==> config.mk <==
export PLATFORM = sky130hd
export DESIGN_NAME = ssm_i2c_slave
export DESIGN_NICKNAME = d
export VERILOG_FILES = /design/src/ssm_bus_sense.v /design/src/ssm_addr_check.v /design/src/ssm_i2c_slave.v
export VERILOG_INCLUDE_DIRS = /design/src
export SDC_FILE = /design/constraint.sdc
export NUM_CORES = 1
export LEC_CHECK = 0
export BUFFER_PORTS_ARGS = -buffer_cell sky130_fd_sc_hd__buf_2
export CORE_ASPECT_RATIO = 0.6
export CORE_MARGIN = 5
export CORE_UTILIZATION = 50
export DETAILED_ROUTE_END_ITERATION = 8
export GPL_TIMING_DRIVEN = 0
export PLACE_DENSITY = 0.71
export SETUP_SLACK_MARGIN = 0.3
export SLEW_MARGIN = 20
export SYNTH_ARGS = -nofsm -noshare
export SYNTH_HDL_FRONTEND = slang
export SYNTH_SLANG_ARGS = --single-unit
==> constraint.sdc <==
create_clock -name clk -period 2.1 [get_ports clk]
set_input_delay 0.525 -clock clk [delete_from_list [all_inputs] [get_ports clk]]
set_output_delay 0.525 -clock clk [all_outputs]
set_load 0.03 [all_outputs]
==> src/ssm_regs.vh <==
// constants of the system manager serial slave engine
`ifndef SSM_REGS_VH
`define SSM_REGS_VH

// slave address layout
`define SSM_DEV_ID 4'ha
`define SSM_SEL_LOW 2'h0
`define SSM_SEL_HIGH 2'h1
`define SSM_SEL_SCL 2'h2
`define SSM_SEL_SDA 2'h3

// command codes
`define SSM_CMD_BLK_WR 8'h94
`define SSM_CMD_BLK_RD 8'h95
`define SSM_CMD_REBOOT 8'h96
`define SSM_CMD_FAULT 8'h97
`define SSM_CMD_EXT_ON 8'h98
`define SSM_CMD_EXT_OFF 8'h99
`define SSM_CMD_NVM_ON 8'h9a
`define SSM_CMD_NVM_OFF 8'h9b

// register pages
`define SSM_PAGE_DEF 2'h0
`define SSM_PAGE_EXT 2'h1
`define SSM_PAGE_NVM 2'h2

// address limits
`define SSM_CFG_LAST 8'h7d
`define SSM_EXT_LAST 8'h3f
`define SSM_NVM_LAST 8'hff
`define SSM_BOOT_FIRST 8'h0f
`define SSM_BOOT_LAST 8'h7d

// block transfers
`define SSM_BLK_MAX 5'h10
`define SSM_BLK_MIN 5'h01
`define SSM_BLK_LAST 5'h0f

`endif

==> src/ssm_bus_sense.v <==
// pin synchronisers, bus condition detection and address-select decoding
`timescale 1ns/1ps
`include "ssm_regs.vh"

module ssm_bus_sense (
  // clock and reset
  input wire clk,
  input wire rst_n,
  // bus pins
  input wire scl_i,
  input wire sda_i,
  input wire bus_address_select_pin,
  // synchronised view
  output wire sda_s,
  output wire scl_rise,
  output wire scl_fall,
  output wire start_det,
  output wire stop_det,
  output wire [1:0] sel_code
);

  reg scl_m_q, scl_s_q, scl_p_q;
  reg sda_m_q, sda_s_q, sda_p_q;
  reg pin_m_q, pin_s_q;
  reg ne_scl_q, ne_sda_q, lo_q;

  // two-stage synchronisers, plus one history stage for SCL and SDA only
  always @(posedge clk) begin
    if (!rst_n) begin
      scl_m_q <= 1'b1;
      scl_s_q <= 1'b1;
      scl_p_q <= 1'b1;
      sda_m_q <= 1'b1;
      sda_s_q <= 1'b1;
      sda_p_q <= 1'b1;
      pin_m_q <= 1'b1; // idle bus level, no false low
      pin_s_q <= 1'b1; // idle bus level, no false low
    end else begin
      scl_m_q <= scl_i;
      scl_s_q <= scl_m_q;
      scl_p_q <= scl_s_q;
      sda_m_q <= sda_i;
      sda_s_q <= sda_m_q;
      sda_p_q <= sda_s_q;
      pin_m_q <= bus_address_select_pin;
      pin_s_q <= pin_m_q;
    end
  end

  // sticky observations of the select pin against both bus lines
  always @(posedge clk) begin
    if (!rst_n) begin
      ne_scl_q <= 1'b0;
      ne_sda_q <= 1'b0;
      lo_q <= 1'b0;
    end else begin
      if (pin_s_q != scl_s_q)
        ne_scl_q <= 1'b1;
      if (pin_s_q != sda_s_q)
        ne_sda_q <= 1'b1;
      if (!pin_s_q && scl_s_q && sda_s_q)
        lo_q <= 1'b1;
    end
  end

  assign sda_s = sda_s_q;
  assign scl_rise = scl_s_q & ~scl_p_q;
  assign scl_fall = ~scl_s_q & scl_p_q;
  assign start_det = scl_s_q & scl_p_q & sda_p_q & ~sda_s_q;
  assign stop_det = scl_s_q & scl_p_q & ~sda_p_q & sda_s_q;

  assign sel_code = lo_q ? `SSM_SEL_LOW :
                    !ne_scl_q ? `SSM_SEL_SCL :
                    !ne_sda_q ? `SSM_SEL_SDA : `SSM_SEL_HIGH;

endmodule

==> src/ssm_addr_check.v <==
// legal memory address check for the selected page
`timescale 1ns/1ps
`include "ssm_regs.vh"

module ssm_addr_check (
  // page and address
  input wire [1:0] page,
  input wire [7:0] addr,
  // result
  output reg valid
);

  // every address is legal in the nonvolatile page
  always @* begin
    if (page == `SSM_PAGE_NVM)
      valid = 1'b1;
    else if (page == `SSM_PAGE_EXT)
      valid = (addr <= `SSM_EXT_LAST);
    else
      valid = (addr <= `SSM_CFG_LAST);
  end

endmodule

==> src/ssm_i2c_slave.v <==
// serial slave protocol engine of the supply-monitoring system manager
//
// Overview of operation
// - acknowledge received address and data bytes by pulling SDA low in bit nine
// - release SDA in bit nine of transmitted bytes; master acknowledges
// - refuse command byte during reboot, memory write, or for an illegal address
// - answer address 1010 plus select-pin code; address bit 1 ignored
// - send byte loads the pointer if allowed; block codes acknowledged unless busy
// - stop before the command acknowledge leaves the pointer unchanged
// - receive byte returns data at pointer, then pointer advances by one
// - write byte stores data at a valid address of the current page
// - read byte: invalid address is refused and the pointer kept
// - reboot code requests the same action as power-on reset
// - fault-store code requests fault data be stored in nonvolatile memory
// - one code selects the extended page, another returns to default page
// - nonvolatile page code holds until a return-to-default, extended-page or reboot code
// - block write: count of 1 to 16, data from pointer onward
// - block write pointer saturates at FFh or 7Dh; last byte wins
// - block write code refused when busy, pointer then unchanged
// - block read gives at most 16 bytes; master may end early
// - block read pointer saturates at FFh
// - block read code acknowledged unless busy, then repeated start read
// - block read sends a byte count of 16 before the data bytes
`timescale 1ns/1ps
`include "ssm_regs.vh"
module ssm_i2c_slave (
  // clock and reset
  input wire clk,
  input wire rst_n,
  // serial bus pins
  input wire scl_i,
  input wire sda_i,
  output reg sda_o,
  output reg sda_oe,
  input wire bus_address_select_pin,
  // device status
  input wire reboot_busy,
  input wire nvm_busy,
  // memory access
  output reg mem_rd_req,
  output reg mem_wr_req,
  output reg [7:0] mem_addr,
  output reg [7:0] mem_wdata,
  output reg [1:0] mem_page,
  input wire [7:0] mem_rdata,
  // device commands
  output reg reboot_req,
  output reg fault_store_req
);

  // link states
  localparam [2:0] S_IDLE = 3'h0;
  localparam [2:0] S_RX = 3'h1;
  localparam [2:0] S_ACK = 3'h2;
  localparam [2:0] S_ACK2 = 3'h3;
  localparam [2:0] S_TX = 3'h4;
  localparam [2:0] S_MACK = 3'h5;
  localparam [2:0] S_LOAD = 3'h6;
  // meaning of the byte being received
  localparam [2:0] B_ADDR = 3'h0;
  localparam [2:0] B_CMD = 3'h1;
  localparam [2:0] B_CNT = 3'h2;
  localparam [2:0] B_DATA = 3'h3;
  localparam [2:0] B_IGN = 3'h4;
  // internal nets and state
  wire sda_s, scl_rise, scl_fall, start_det, stop_det;
  wire [1:0] sel_code;
  wire addr_ok, busy;
  wire [7:0] rx_byte, tx_byte, next_ptr, wr_lim;
  reg [2:0] st_q, byte_q;
  reg [3:0] bit_q;
  reg [7:0] sh_q, ptr_q, pend_q;
  reg [1:0] page_q;
  reg [4:0] cnt_q;
  // pointer load waits for the acknowledge
  reg ack_q, rw_q, blk_wr_q, blk_rd_q, first_q, pend_v_q, ptr_ld_q;
  // saturating pointer step
  function [7:0] sat_inc;
    input [7:0] p;
    input [7:0] lim;
    begin
      if (p >= lim)
        sat_inc = lim;
      else
        sat_inc = p + 8'h01;
    end
  endfunction
  ssm_bus_sense u_sense (
    .clk(clk),
    .rst_n(rst_n),
    .scl_i(scl_i),
    .sda_i(sda_i),
    .bus_address_select_pin(bus_address_select_pin),
    .sda_s(sda_s),
    .scl_rise(scl_rise),
    .scl_fall(scl_fall),
    .start_det(start_det),
    .stop_det(stop_det),
    .sel_code(sel_code)
  );
  ssm_addr_check u_check (
    .page(page_q),
    .addr(rx_byte),
    .valid(addr_ok)
  );
  // byte being completed and byte to send
  assign rx_byte = {sh_q[6:0], sda_s};
  assign busy = reboot_busy | nvm_busy;
  assign tx_byte = first_q ? {3'h0, `SSM_BLK_MAX} : mem_rdata;
  assign wr_lim = (page_q == `SSM_PAGE_NVM) ? `SSM_NVM_LAST : `SSM_CFG_LAST;
  assign next_ptr = blk_rd_q ? sat_inc(ptr_q, `SSM_NVM_LAST) : ptr_q + 8'h01;
  // protocol engine
  always @(posedge clk) begin
    if (!rst_n) begin
      st_q <= S_IDLE;
      byte_q <= B_ADDR;
      bit_q <= 4'h0;
      sh_q <= 8'h00;
      ack_q <= 1'b0;
      rw_q <= 1'b0;
      ptr_q <= 8'h00;
      page_q <= `SSM_PAGE_DEF;
      blk_wr_q <= 1'b0;
      blk_rd_q <= 1'b0;
      first_q <= 1'b0;
      cnt_q <= 5'h00;
      pend_q <= 8'h00;
      pend_v_q <= 1'b0;
      ptr_ld_q <= 1'b0;
      sda_o <= 1'b0;
      sda_oe <= 1'b0;
      mem_rd_req <= 1'b0;
      mem_wr_req <= 1'b0;
      mem_addr <= 8'h00;
      mem_wdata <= 8'h00;
      mem_page <= `SSM_PAGE_DEF;
      reboot_req <= 1'b0;
      fault_store_req <= 1'b0;
    end else begin
      mem_rd_req <= 1'b0;
      mem_wr_req <= 1'b0;
      reboot_req <= 1'b0;
      fault_store_req <= 1'b0;
      mem_page <= page_q;
      if (stop_det) begin
        st_q <= S_IDLE;
        sda_oe <= 1'b0;
        blk_wr_q <= 1'b0;
        blk_rd_q <= 1'b0;
        pend_v_q <= 1'b0;
        if (pend_v_q) begin
          if (pend_q == `SSM_CMD_REBOOT) begin
            reboot_req <= 1'b1;
            page_q <= `SSM_PAGE_DEF;
          end
          if (pend_q == `SSM_CMD_FAULT)
            fault_store_req <= 1'b1;
          if (pend_q == `SSM_CMD_EXT_ON)
            page_q <= `SSM_PAGE_EXT;
          if (pend_q == `SSM_CMD_NVM_ON)
            page_q <= `SSM_PAGE_NVM;
          if (pend_q == `SSM_CMD_EXT_OFF || pend_q == `SSM_CMD_NVM_OFF)
            page_q <= `SSM_PAGE_DEF;
        end
      end else if (start_det) begin
        // start or repeated start: expect an address
        st_q <= S_RX;
        byte_q <= B_ADDR;
        bit_q <= 4'h0;
        sda_oe <= 1'b0;
        pend_v_q <= 1'b0;
      end else begin
        case (st_q)
          S_RX: begin
            if (scl_rise) begin
              sh_q <= rx_byte;
              bit_q <= bit_q + 4'h1;
              if (bit_q == 4'h7) begin
                st_q <= S_ACK;
                ack_q <= 1'b0;
                ptr_ld_q <= 1'b0;
                if (byte_q == B_ADDR) begin
                  if (rx_byte[7:4] == `SSM_DEV_ID && rx_byte[3:2] == sel_code) begin
                    ack_q <= 1'b1;
                    rw_q <= rx_byte[0];
                    if (rx_byte[0]) begin
                      mem_rd_req <= 1'b1;
                      mem_addr <= ptr_q;
                      first_q <= blk_rd_q;
                      cnt_q <= 5'h00;
                    end else begin
                      byte_q <= B_CMD;
                      blk_rd_q <= 1'b0;
                      blk_wr_q <= 1'b0;
                    end
                  end
                end else if (byte_q == B_CMD) begin
                  if (rx_byte >= `SSM_CMD_BLK_WR && rx_byte <= `SSM_CMD_NVM_OFF) begin
                    // refuse commands while busy, pointer kept
                    ack_q <= !busy;
                    byte_q <= B_IGN;
                    if (!busy) begin
                      if (rx_byte == `SSM_CMD_BLK_WR) begin
                        blk_wr_q <= 1'b1;
                        byte_q <= B_CNT;
                      end else if (rx_byte == `SSM_CMD_BLK_RD) begin
                        blk_rd_q <= 1'b1;
                      end else begin
                        pend_q <= rx_byte;
                        pend_v_q <= 1'b1;
                      end
                    end
                  end else if (addr_ok && !busy) begin
                    // pointer load held until the acknowledge
                    ack_q <= 1'b1;
                    ptr_ld_q <= 1'b1;
                    byte_q <= B_DATA;
                  end else begin
                    byte_q <= B_IGN;
                  end
                end else if (byte_q == B_CNT) begin
                  if (rx_byte <= {3'h0, `SSM_BLK_MAX} && rx_byte != 8'h00) begin
                    ack_q <= 1'b1;
                    cnt_q <= rx_byte[4:0];
                    byte_q <= B_DATA;
                  end else begin
                    byte_q <= B_IGN;
                  end
                end else if (byte_q == B_DATA) begin
                  ack_q <= 1'b1;
                  mem_wr_req <= 1'b1;
                  mem_addr <= ptr_q;
                  mem_wdata <= rx_byte;
                  if (blk_wr_q) begin
                    ptr_q <= sat_inc(ptr_q, wr_lim);
                    cnt_q <= cnt_q - 5'h01;
                    if (cnt_q == `SSM_BLK_MIN)
                      byte_q <= B_IGN;
                  end else begin
                    byte_q <= B_IGN;
                  end
                end
              end
            end
          end
          S_ACK: begin
            // pull SDA low for bit nine
            if (scl_fall) begin
              sda_oe <= ack_q;
              st_q <= S_ACK2;
              // a stop before this point leaves the pointer alone
              if (ptr_ld_q)
                ptr_q <= sh_q;
            end
          end
          S_ACK2: begin
            if (scl_fall) begin
              bit_q <= 4'h0;
              sda_oe <= 1'b0;
              if (!ack_q)
                st_q <= S_IDLE;
              else if (rw_q) begin
                sh_q <= tx_byte;
                sda_oe <= ~tx_byte[7];
                bit_q <= 4'h1;
                st_q <= S_TX;
              end else
                st_q <= S_RX;
            end
          end
          S_TX: begin
            if (scl_fall) begin
              if (bit_q == 4'h8) begin
                // release SDA for the master acknowledge
                sda_oe <= 1'b0;
                st_q <= S_MACK;
              end else begin
                sda_oe <= ~sh_q[6];
                sh_q <= {sh_q[6:0], 1'b0};
                bit_q <= bit_q + 4'h1;
              end
            end
          end
          S_MACK: begin
            if (scl_rise) begin
              if (first_q) begin
                first_q <= 1'b0;
                mem_rd_req <= 1'b1;
                mem_addr <= ptr_q;
                st_q <= sda_s ? S_IDLE : S_LOAD;
              end else begin
                ptr_q <= next_ptr;
                cnt_q <= cnt_q + 5'h01;
                // stop driving on nack or after 16 block read data bytes
                if (sda_s || (blk_rd_q && cnt_q == `SSM_BLK_LAST))
                  st_q <= S_IDLE;
                else begin
                  mem_rd_req <= 1'b1;
                  mem_addr <= next_ptr;
                  st_q <= S_LOAD;
                end
              end
            end
          end
          S_LOAD: begin
            if (scl_fall) begin
              sh_q <= tx_byte;
              sda_oe <= ~tx_byte[7];
              bit_q <= 4'h1;
              st_q <= S_TX;
            end
          end
          default: st_q <= S_IDLE;
        endcase
      end
    end
  end
endmodule

Word-level counts from Yosys, hierarchy flattened

Cells that the tools add are included.

Register bits after elaboration: 82
Word-level logic and storage cells: 344
Input port bits: 15

Reduce and logical (&&, ||, !) cells: 49
Mux-type cells: 150
Magnitude comparators: 7
Bitwise logic cells: 26
Add/subtract/negate cells: 4
Equal/unequal tests: 73

Operator list:

| operator           | count |
|---|---|
| $mux 8             | 34 |
| $mux 3             | 30 |
| $eq 8x8->1 const B | 8 |
| $mux 5             | 12 |
| $mux 1             | 52 |
| $ne 3x3->1 const B | 15 |
| $ne 2x2->1 const B | 22 |
| $pmux 8 s4         | 1 |
| $reduce_and 9->1   | 3 |
| $mux 4             | 6 |
| $pmux 8 s3         | 1 |
| $reduce_and 8->1   | 3 |
| $reduce_and 11->1  | 2 |
| $reduce_and 10->1  | 2 |
| $not 1->1          | 18 |
| $pmux 3 s6         | 1 |
| $ge 8x8->1 const B | 2 |
| $pmux 4 s4         | 1 |
| $pmux 8 s2         | 1 |
| $reduce_bool 2->1  | 8 |
| $mux 2             | 7 |
| $reduce_and 14->1  | 1 |
| $reduce_and 7->1   | 2 |
| $reduce_and 13->1  | 1 |
| other kinds (43)   | 76 |

Longest topological paths before layout

Depth in word-level cells: 12
Mapped depth: 9

Cells and area by module

From an unflattened synthesis, not the netlist that was laid out.

Cells, all modules: 598
Area total of the unflattened synthesis: 5,042.3 µm²

By module, submodules not included:

| module         | instances | area an instance (µm²) | cells each |
|---|---|---|---|
| ssm_i2c_slave  | 1         | 4,629.4                | 559 |
| ssm_bus_sense  | 1         | 375.4                  | 35 |
| ssm_addr_check | 1         | 37.5                   | 4 |

Worst setup path before layout

No wires, ideal clock.

Path type: reg2reg
Start point: register page_q[0]
End point: register ptr_q[2]
Path slack: 0.174 ns
Library setup time: 0.116 ns
Cell stages (with the launch flop): 9
Data arrival time: 1.810 ns
Path buffers: 0
Cells stage by stage: dfxtp_1 > nand2b_1 > ha_1 > a21oi_1 > o31ai_2 > o21ai_0 > nand2_1 > o21a_1 > o211a_1

Longest elaborated chain between the ends: 12

RTL lines:

| element                  | RTL line            | RTL |
|---|---|---|
| start: declaration       | ssm_i2c_slave.v:73  | `reg [1:0] page_q;` |
| start signal: assignment | ssm_i2c_slave.v:122 | `` page_q <= `SSM_PAGE_DEF; `` |
| start signal: assignment | ssm_i2c_slave.v:154 | `` page_q <= `SSM_PAGE_DEF; `` |
| start signal: assignment | ssm_i2c_slave.v:159 | `` page_q <= `SSM_PAGE_EXT; `` |
| $eq 2x2->1 (no line)     | --                  |  |
| $mux 8 (no line)         | --                  |  |
| $ge 8x8->1               | ssm_i2c_slave.v:82  | `if (p >= lim)` |
| $mux 8                   | ssm_i2c_slave.v:82  |  |
| $mux 8                   | ssm_i2c_slave.v:234 | `if (blk_wr_q) begin` |
| $mux 8                   | ssm_i2c_slave.v:229 | `end else if (byte_q == B_DATA) begin` |
| $mux 8                   | ssm_i2c_slave.v:221 | `end else if (byte_q == B_CNT) begin` |
| $mux 8                   | ssm_i2c_slave.v:197 | `end else if (byte_q == B_CMD) begin` |
| $mux 8                   | ssm_i2c_slave.v:182 | `if (byte_q == B_ADDR) begin` |
| $mux 8                   | ssm_i2c_slave.v:178 | `if (bit_q == 4'h7) begin` |
| $mux 8                   | ssm_i2c_slave.v:175 | `if (scl_rise) begin` |
| $pmux 8 s3               | ssm_i2c_slave.v:173 | `case (st_q)` |
| end signal: assignment   | ssm_i2c_slave.v:235 | `ptr_q <= sat_inc(ptr_q, wr_lim);` |
| end signal: assignment   | ssm_i2c_slave.v:253 | `ptr_q <= sh_q;` |
| end signal: assignment   | ssm_i2c_slave.v:292 | `ptr_q <= next_ptr;` |
| end: declaration         | ssm_i2c_slave.v:72  | `reg [7:0] sh_q, ptr_q, pend_q;` |

Every way passes these cells. The select of a mux whose other input is x is not followed.
A chain may end at the register's enable or synchronous reset.

Worst setup path after layout

Start point: register sh_q[1]
End point: register ack_q

Longest elaborated chain between the ends: 8

RTL lines:

| element                                                   | RTL line            | RTL |
|---|---|---|
| start: declaration                                        | ssm_i2c_slave.v:72  |  |
| start signal: assignment                                  | ssm_i2c_slave.v:176 | `sh_q <= rx_byte;` |
| start signal: assignment                                  | ssm_i2c_slave.v:263 | `sh_q <= tx_byte;` |
| start signal: assignment                                  | ssm_i2c_slave.v:279 | `sh_q <= {sh_q[6:0], 1'b0};` |
| $le 8x7->1 (no line) / $le 8x6->1 (equally long branches) | --                  |  |
| $mux 1                                                    | ssm_addr_check.v:17 | `` else if (page == `SSM_PAGE_EXT) `` |
| $mux 1                                                    | ssm_addr_check.v:15 | `` if (page == `SSM_PAGE_NVM) `` |
| $logic_and 1x1->1                                         | ssm_i2c_slave.v:213 | `end else if (addr_ok && !busy) begin` |
| $mux 1                                                    | ssm_i2c_slave.v:213 |  |
| $mux 1                                                    | ssm_i2c_slave.v:198 | `` if (rx_byte >= `SSM_CMD_BLK_WR && rx_byte <= `SSM_CMD_NVM_OFF) begin `` |
| $mux 1                                                    | ssm_i2c_slave.v:197 |  |
| $mux 1 (*)                                                | ssm_i2c_slave.v:182 |  |
| end signal: assignment                                    | ssm_i2c_slave.v:200 | `ack_q <= !busy;` |
| end: declaration                                          | ssm_i2c_slave.v:76  | `reg ack_q, rw_q, blk_wr_q, blk_rd_q, first_q, pend_v_q, ptr_ld_q;` |

Every way passes the cells marked *; elsewhere a longest branch is shown, timed or not.

==> results.sh <==
export IMPL_period_needed_ns=2.13
export IMPL_maxCapViolCount=0
export IMPL_r2r_setup_slack_ns=-0.03
export IMPL_synthesis_area_sq_um=4850
export IMPL_syn_nets=617
export IMPL_slew_headroom_pct=51.2
export IMPL_path_clk_slew_ns=0.06
export IMPL_placedCellCount=758
export IMPL_fp_dieW_um=137
export IMPL_htree_levels=3
export IMPL_dp_hpwl_mm=10.5
export IMPL_status="finished, violations left"
export IMPL_final_common_cell="buf_4"
export IMPL_antenna_found_initial=0
export IMPL_synth_adder_area_share_pct=2.84
export IMPL_drive_above_1_share_pct=41.5
export IMPL_ctsHoldBuffers=0
export IMPL_die_area_sq_um=11800
export IMPL_drt_initial_drc_count=690
export IMPL_p_switching_w=0.00236
export IMPL_layout_common_cells="buf_4 (73), dfxtp_1 (63), nor2_1 (51), nand2_1 (50), buf_2 (41)"
export IMPL_rows=27
export IMPL_root_buffer="clkbuf_16"
export IMPL_p_sw_share_pct=37.4
export IMPL_synth_simple_area_share_pct=28.5
export IMPL_cts_made_buffers=9
export IMPL_stdcell_count=856
export IMPL_grt_pass1_vias=4988
export IMPL_grt_first_pass_wirelength_mm=25.9
export IMPL_track_usage_pct=27.9
export IMPL_cts_tree="yes"
export IMPL_worst_pin_slew_ns=0.732
export IMPL_routabilityCongestion=0.947
export IMPL_skew_ns=0.00753
export IMPL_yosys_warnings=0
export IMPL_die_h_um=86.3
export IMPL_viasPerCell=6.43
export IMPL_worst_slack_ns=-0.0252
export IMPL_setup_viol=2
export IMPL_io_pins=39
export IMPL_synth_yosys_seq_area_share_pct=33.9
export IMPL_syn_avg_cell_area_sq_um=8.20
export IMPL_peakVddDrop_mv=0.612
export IMPL_wl_mm=18.2
export IMPL_nets=747
export IMPL_clock_path_buffers=2
export IMPL_seqPwrFrac_pct=28.9
export IMPL_crit_path_start_kind="flip-flop"
export IMPL_max_freq_mhz=471
export IMPL_worstSetupPathType="reg2reg"
export IMPL_netlist_instances=591
export IMPL_failed_checks="negative setup slack"
export IMPL_start_util_pct=52.0
export IMPL_synth_seq_cells=82
export IMPL_synth_xor_area_share_pct=1.63
export IMPL_synth_top_family_by_area="simple AND/OR/NAND/NOR gates"
export IMPL_grt_overflow=0
export IMPL_via_count=5500
export IMPL_ys_flop_type="dfxtp_1"
export IMPL_critPathRequiredTime_ns=2.34
export IMPL_p_leak_nw=2.76
export IMPL_met1_length_mm=7.31
export IMPL_setup_tns_ns=-0.0491
export IMPL_hold_path_class="in2reg"
export IMPL_top_layer_used="met4"
export IMPL_place_ws_ns=-0.141
export IMPL_power_density_nw_per_um2=915
export IMPL_async_flop_share_pct=0
export IMPL_clock_power_share_pct=26.5
export IMPL_endpoint_kind="flip-flop"
export IMPL_path_max_fanout=5
export IMPL_worstSkewPairLatency_ns=0.35
export IMPL_synth_compound_area_share_pct=20.4
export IMPL_grt_max_degree=16
export IMPL_post_route_period_util_pct=101
export IMPL_core_area_sq_um=9320
export IMPL_timing_hold_ws_ns=0.363
export IMPL_clkSinkCount=82
export IMPL_hold_violations=0
export IMPL_cellInternalPower_w=0.00394
export IMPL_synthMuxAreaShare_pct=6.43
export IMPL_wl_met3_mm=2.16
export IMPL_synth_cell_type_count=76
export IMPL_antenna_cells=0
export IMPL_combPwrFrac_pct=44.6
export IMPL_synth_edf_count=0
export IMPL_antenna_left=0
export IMPL_drv_slew=0
export IMPL_area_growth_pct=41.9
export IMPL_wl_met2_mm=7.97
export IMPL_io_buffers=37
export IMPL_firstDrtPassIters=9
export IMPL_crit_arrival_ns=2.36
export IMPL_wl_per_cell_um=21.2
export IMPL_drcViolationCount=0
export IMPL_rsz0062_at_grt="true"
layer usage:
metal | GRT usage, % | vias up
met5 | 0 | -
met2 | 42.2 | 430
li1 | - | 2396
met4 | 9.33 | 0
met3 | 8.12 | 96
met1 | 38.1 | 2578
synthesized netlist by cell type, types with 7 or more instances:
master    instances  area (sq um)
clkbuf_1         19          71.3
nand2_1          55           206
a21oi_1          39           195
nand2b_1         17           106
nor2_1           66           248
ha_1             11           138
o21ai_0          29           145
nor2b_1           7          43.8
dfxtp_1          82          1640
nand3_1          13          65.1
o21ai_1           9          45.0
buf_2            14          70.1
nor3b_1          11          82.6
mux2i_1          30           300
nand4_1          11          68.8
nor3_1            7          35.0
a211oi_1         17           128
o22ai_1           7          43.8
inv_1            23          86.3
power groups by stage:
stage | Sequential [W] | Combinational [W] | Clock [W]
final | 0.00182 | 0.00281 | 0.00167
after global placement | 0.00178 | 0.00155 | 0
after detailed placement | 0.00179 | 0.00156 | 0
after global routing | 0.00182 | 0.00290 | 0.00175
after floorplan | 0.00176 | 0.00120 | 0
after CTS | 0.00178 | 0.00211 | 0.00167
path summary, 6_finish.rpt:
check / startpoint / to / depth (start not counted)
min: bus_address_select_pin / u_sense.pin_m_q / 2
max: sh_q[1] / ack_q / 9
max reg2reg: sh_q[1] / ack_q / 9
min reg2reg: u_sense.pin_m_q / u_sense.pin_s_q / 1
layout make-up:
type                       instances  area, sq um
buffer                            41          299
clock buffer                      10          239
multi-input combinational        445         3470
tap                              130          163
timing repair buffer             119          863
clock inverter                     6         71.3
fill                             644         2440
sequential                        82         1680
inverter                          23         95.1
repair_timing:
| item | 4_1_cts | 5_1_grt |
|---|---|---|
| setup endpoints to repair | 60 | 67 |
| gates cloned | 2 | 0 |
| pin swaps | 58 | 37 |
| endpoints found under the hold margin | 0 | 0 |
| setup buffers | 53 | 27 |
| resized for setup | 120 | 74 |
kinds of logic (layout without fill, tap and decap cells):
kind of cell | count (synthesis) | in the layout
AO/OA/AOI/OAI | 152 | 152
multiplexers | 31 | 31
XOR/XNOR | 9 | 9
AND/OR/NAND/NOR | 241 | 241
adder cells (fa/ha/maj) | 11 | 11
other | 1 | 1
buffers and inverters | 64 | 199
flip-flops | 82 | 82
through the flow:
step / instance area, sq um / utilization, % / total power (W)
after floorplan: 4890 / - / 0.00296
after global placement: 5240 / 56.2 / 0.00333
after detailed placement: 5240 / 56.2 / 0.00335
after CTS: 6430 / 69.0 / 0.00555
after global routing: 6880 / 73.8 / 0.00648
final: 6880 / 73.8 / 0.00629
critical path, stage by stage, from the launching register on:
cell	delay [ns]
dfxtp_4	0.36
buf_6	0.13
nor4_4	0.31
mux2i_2	0.35
buf_4	0.17
buf_6	0.10
nand2_1	0.06
o211ai_1	0.23
a21oi_1	0.09
a31o_2	0.21
state kept, by name (all words and copies together), names as in the netlist, 3 cells and up:
register,count
ptr_q,8
pend_q,8
mem_wdata,8
mem_addr,8
bit_q,4
byte_q,3
cnt_q,5
st_q,3
sh_q,8
(Power assumes the default switching activity.)
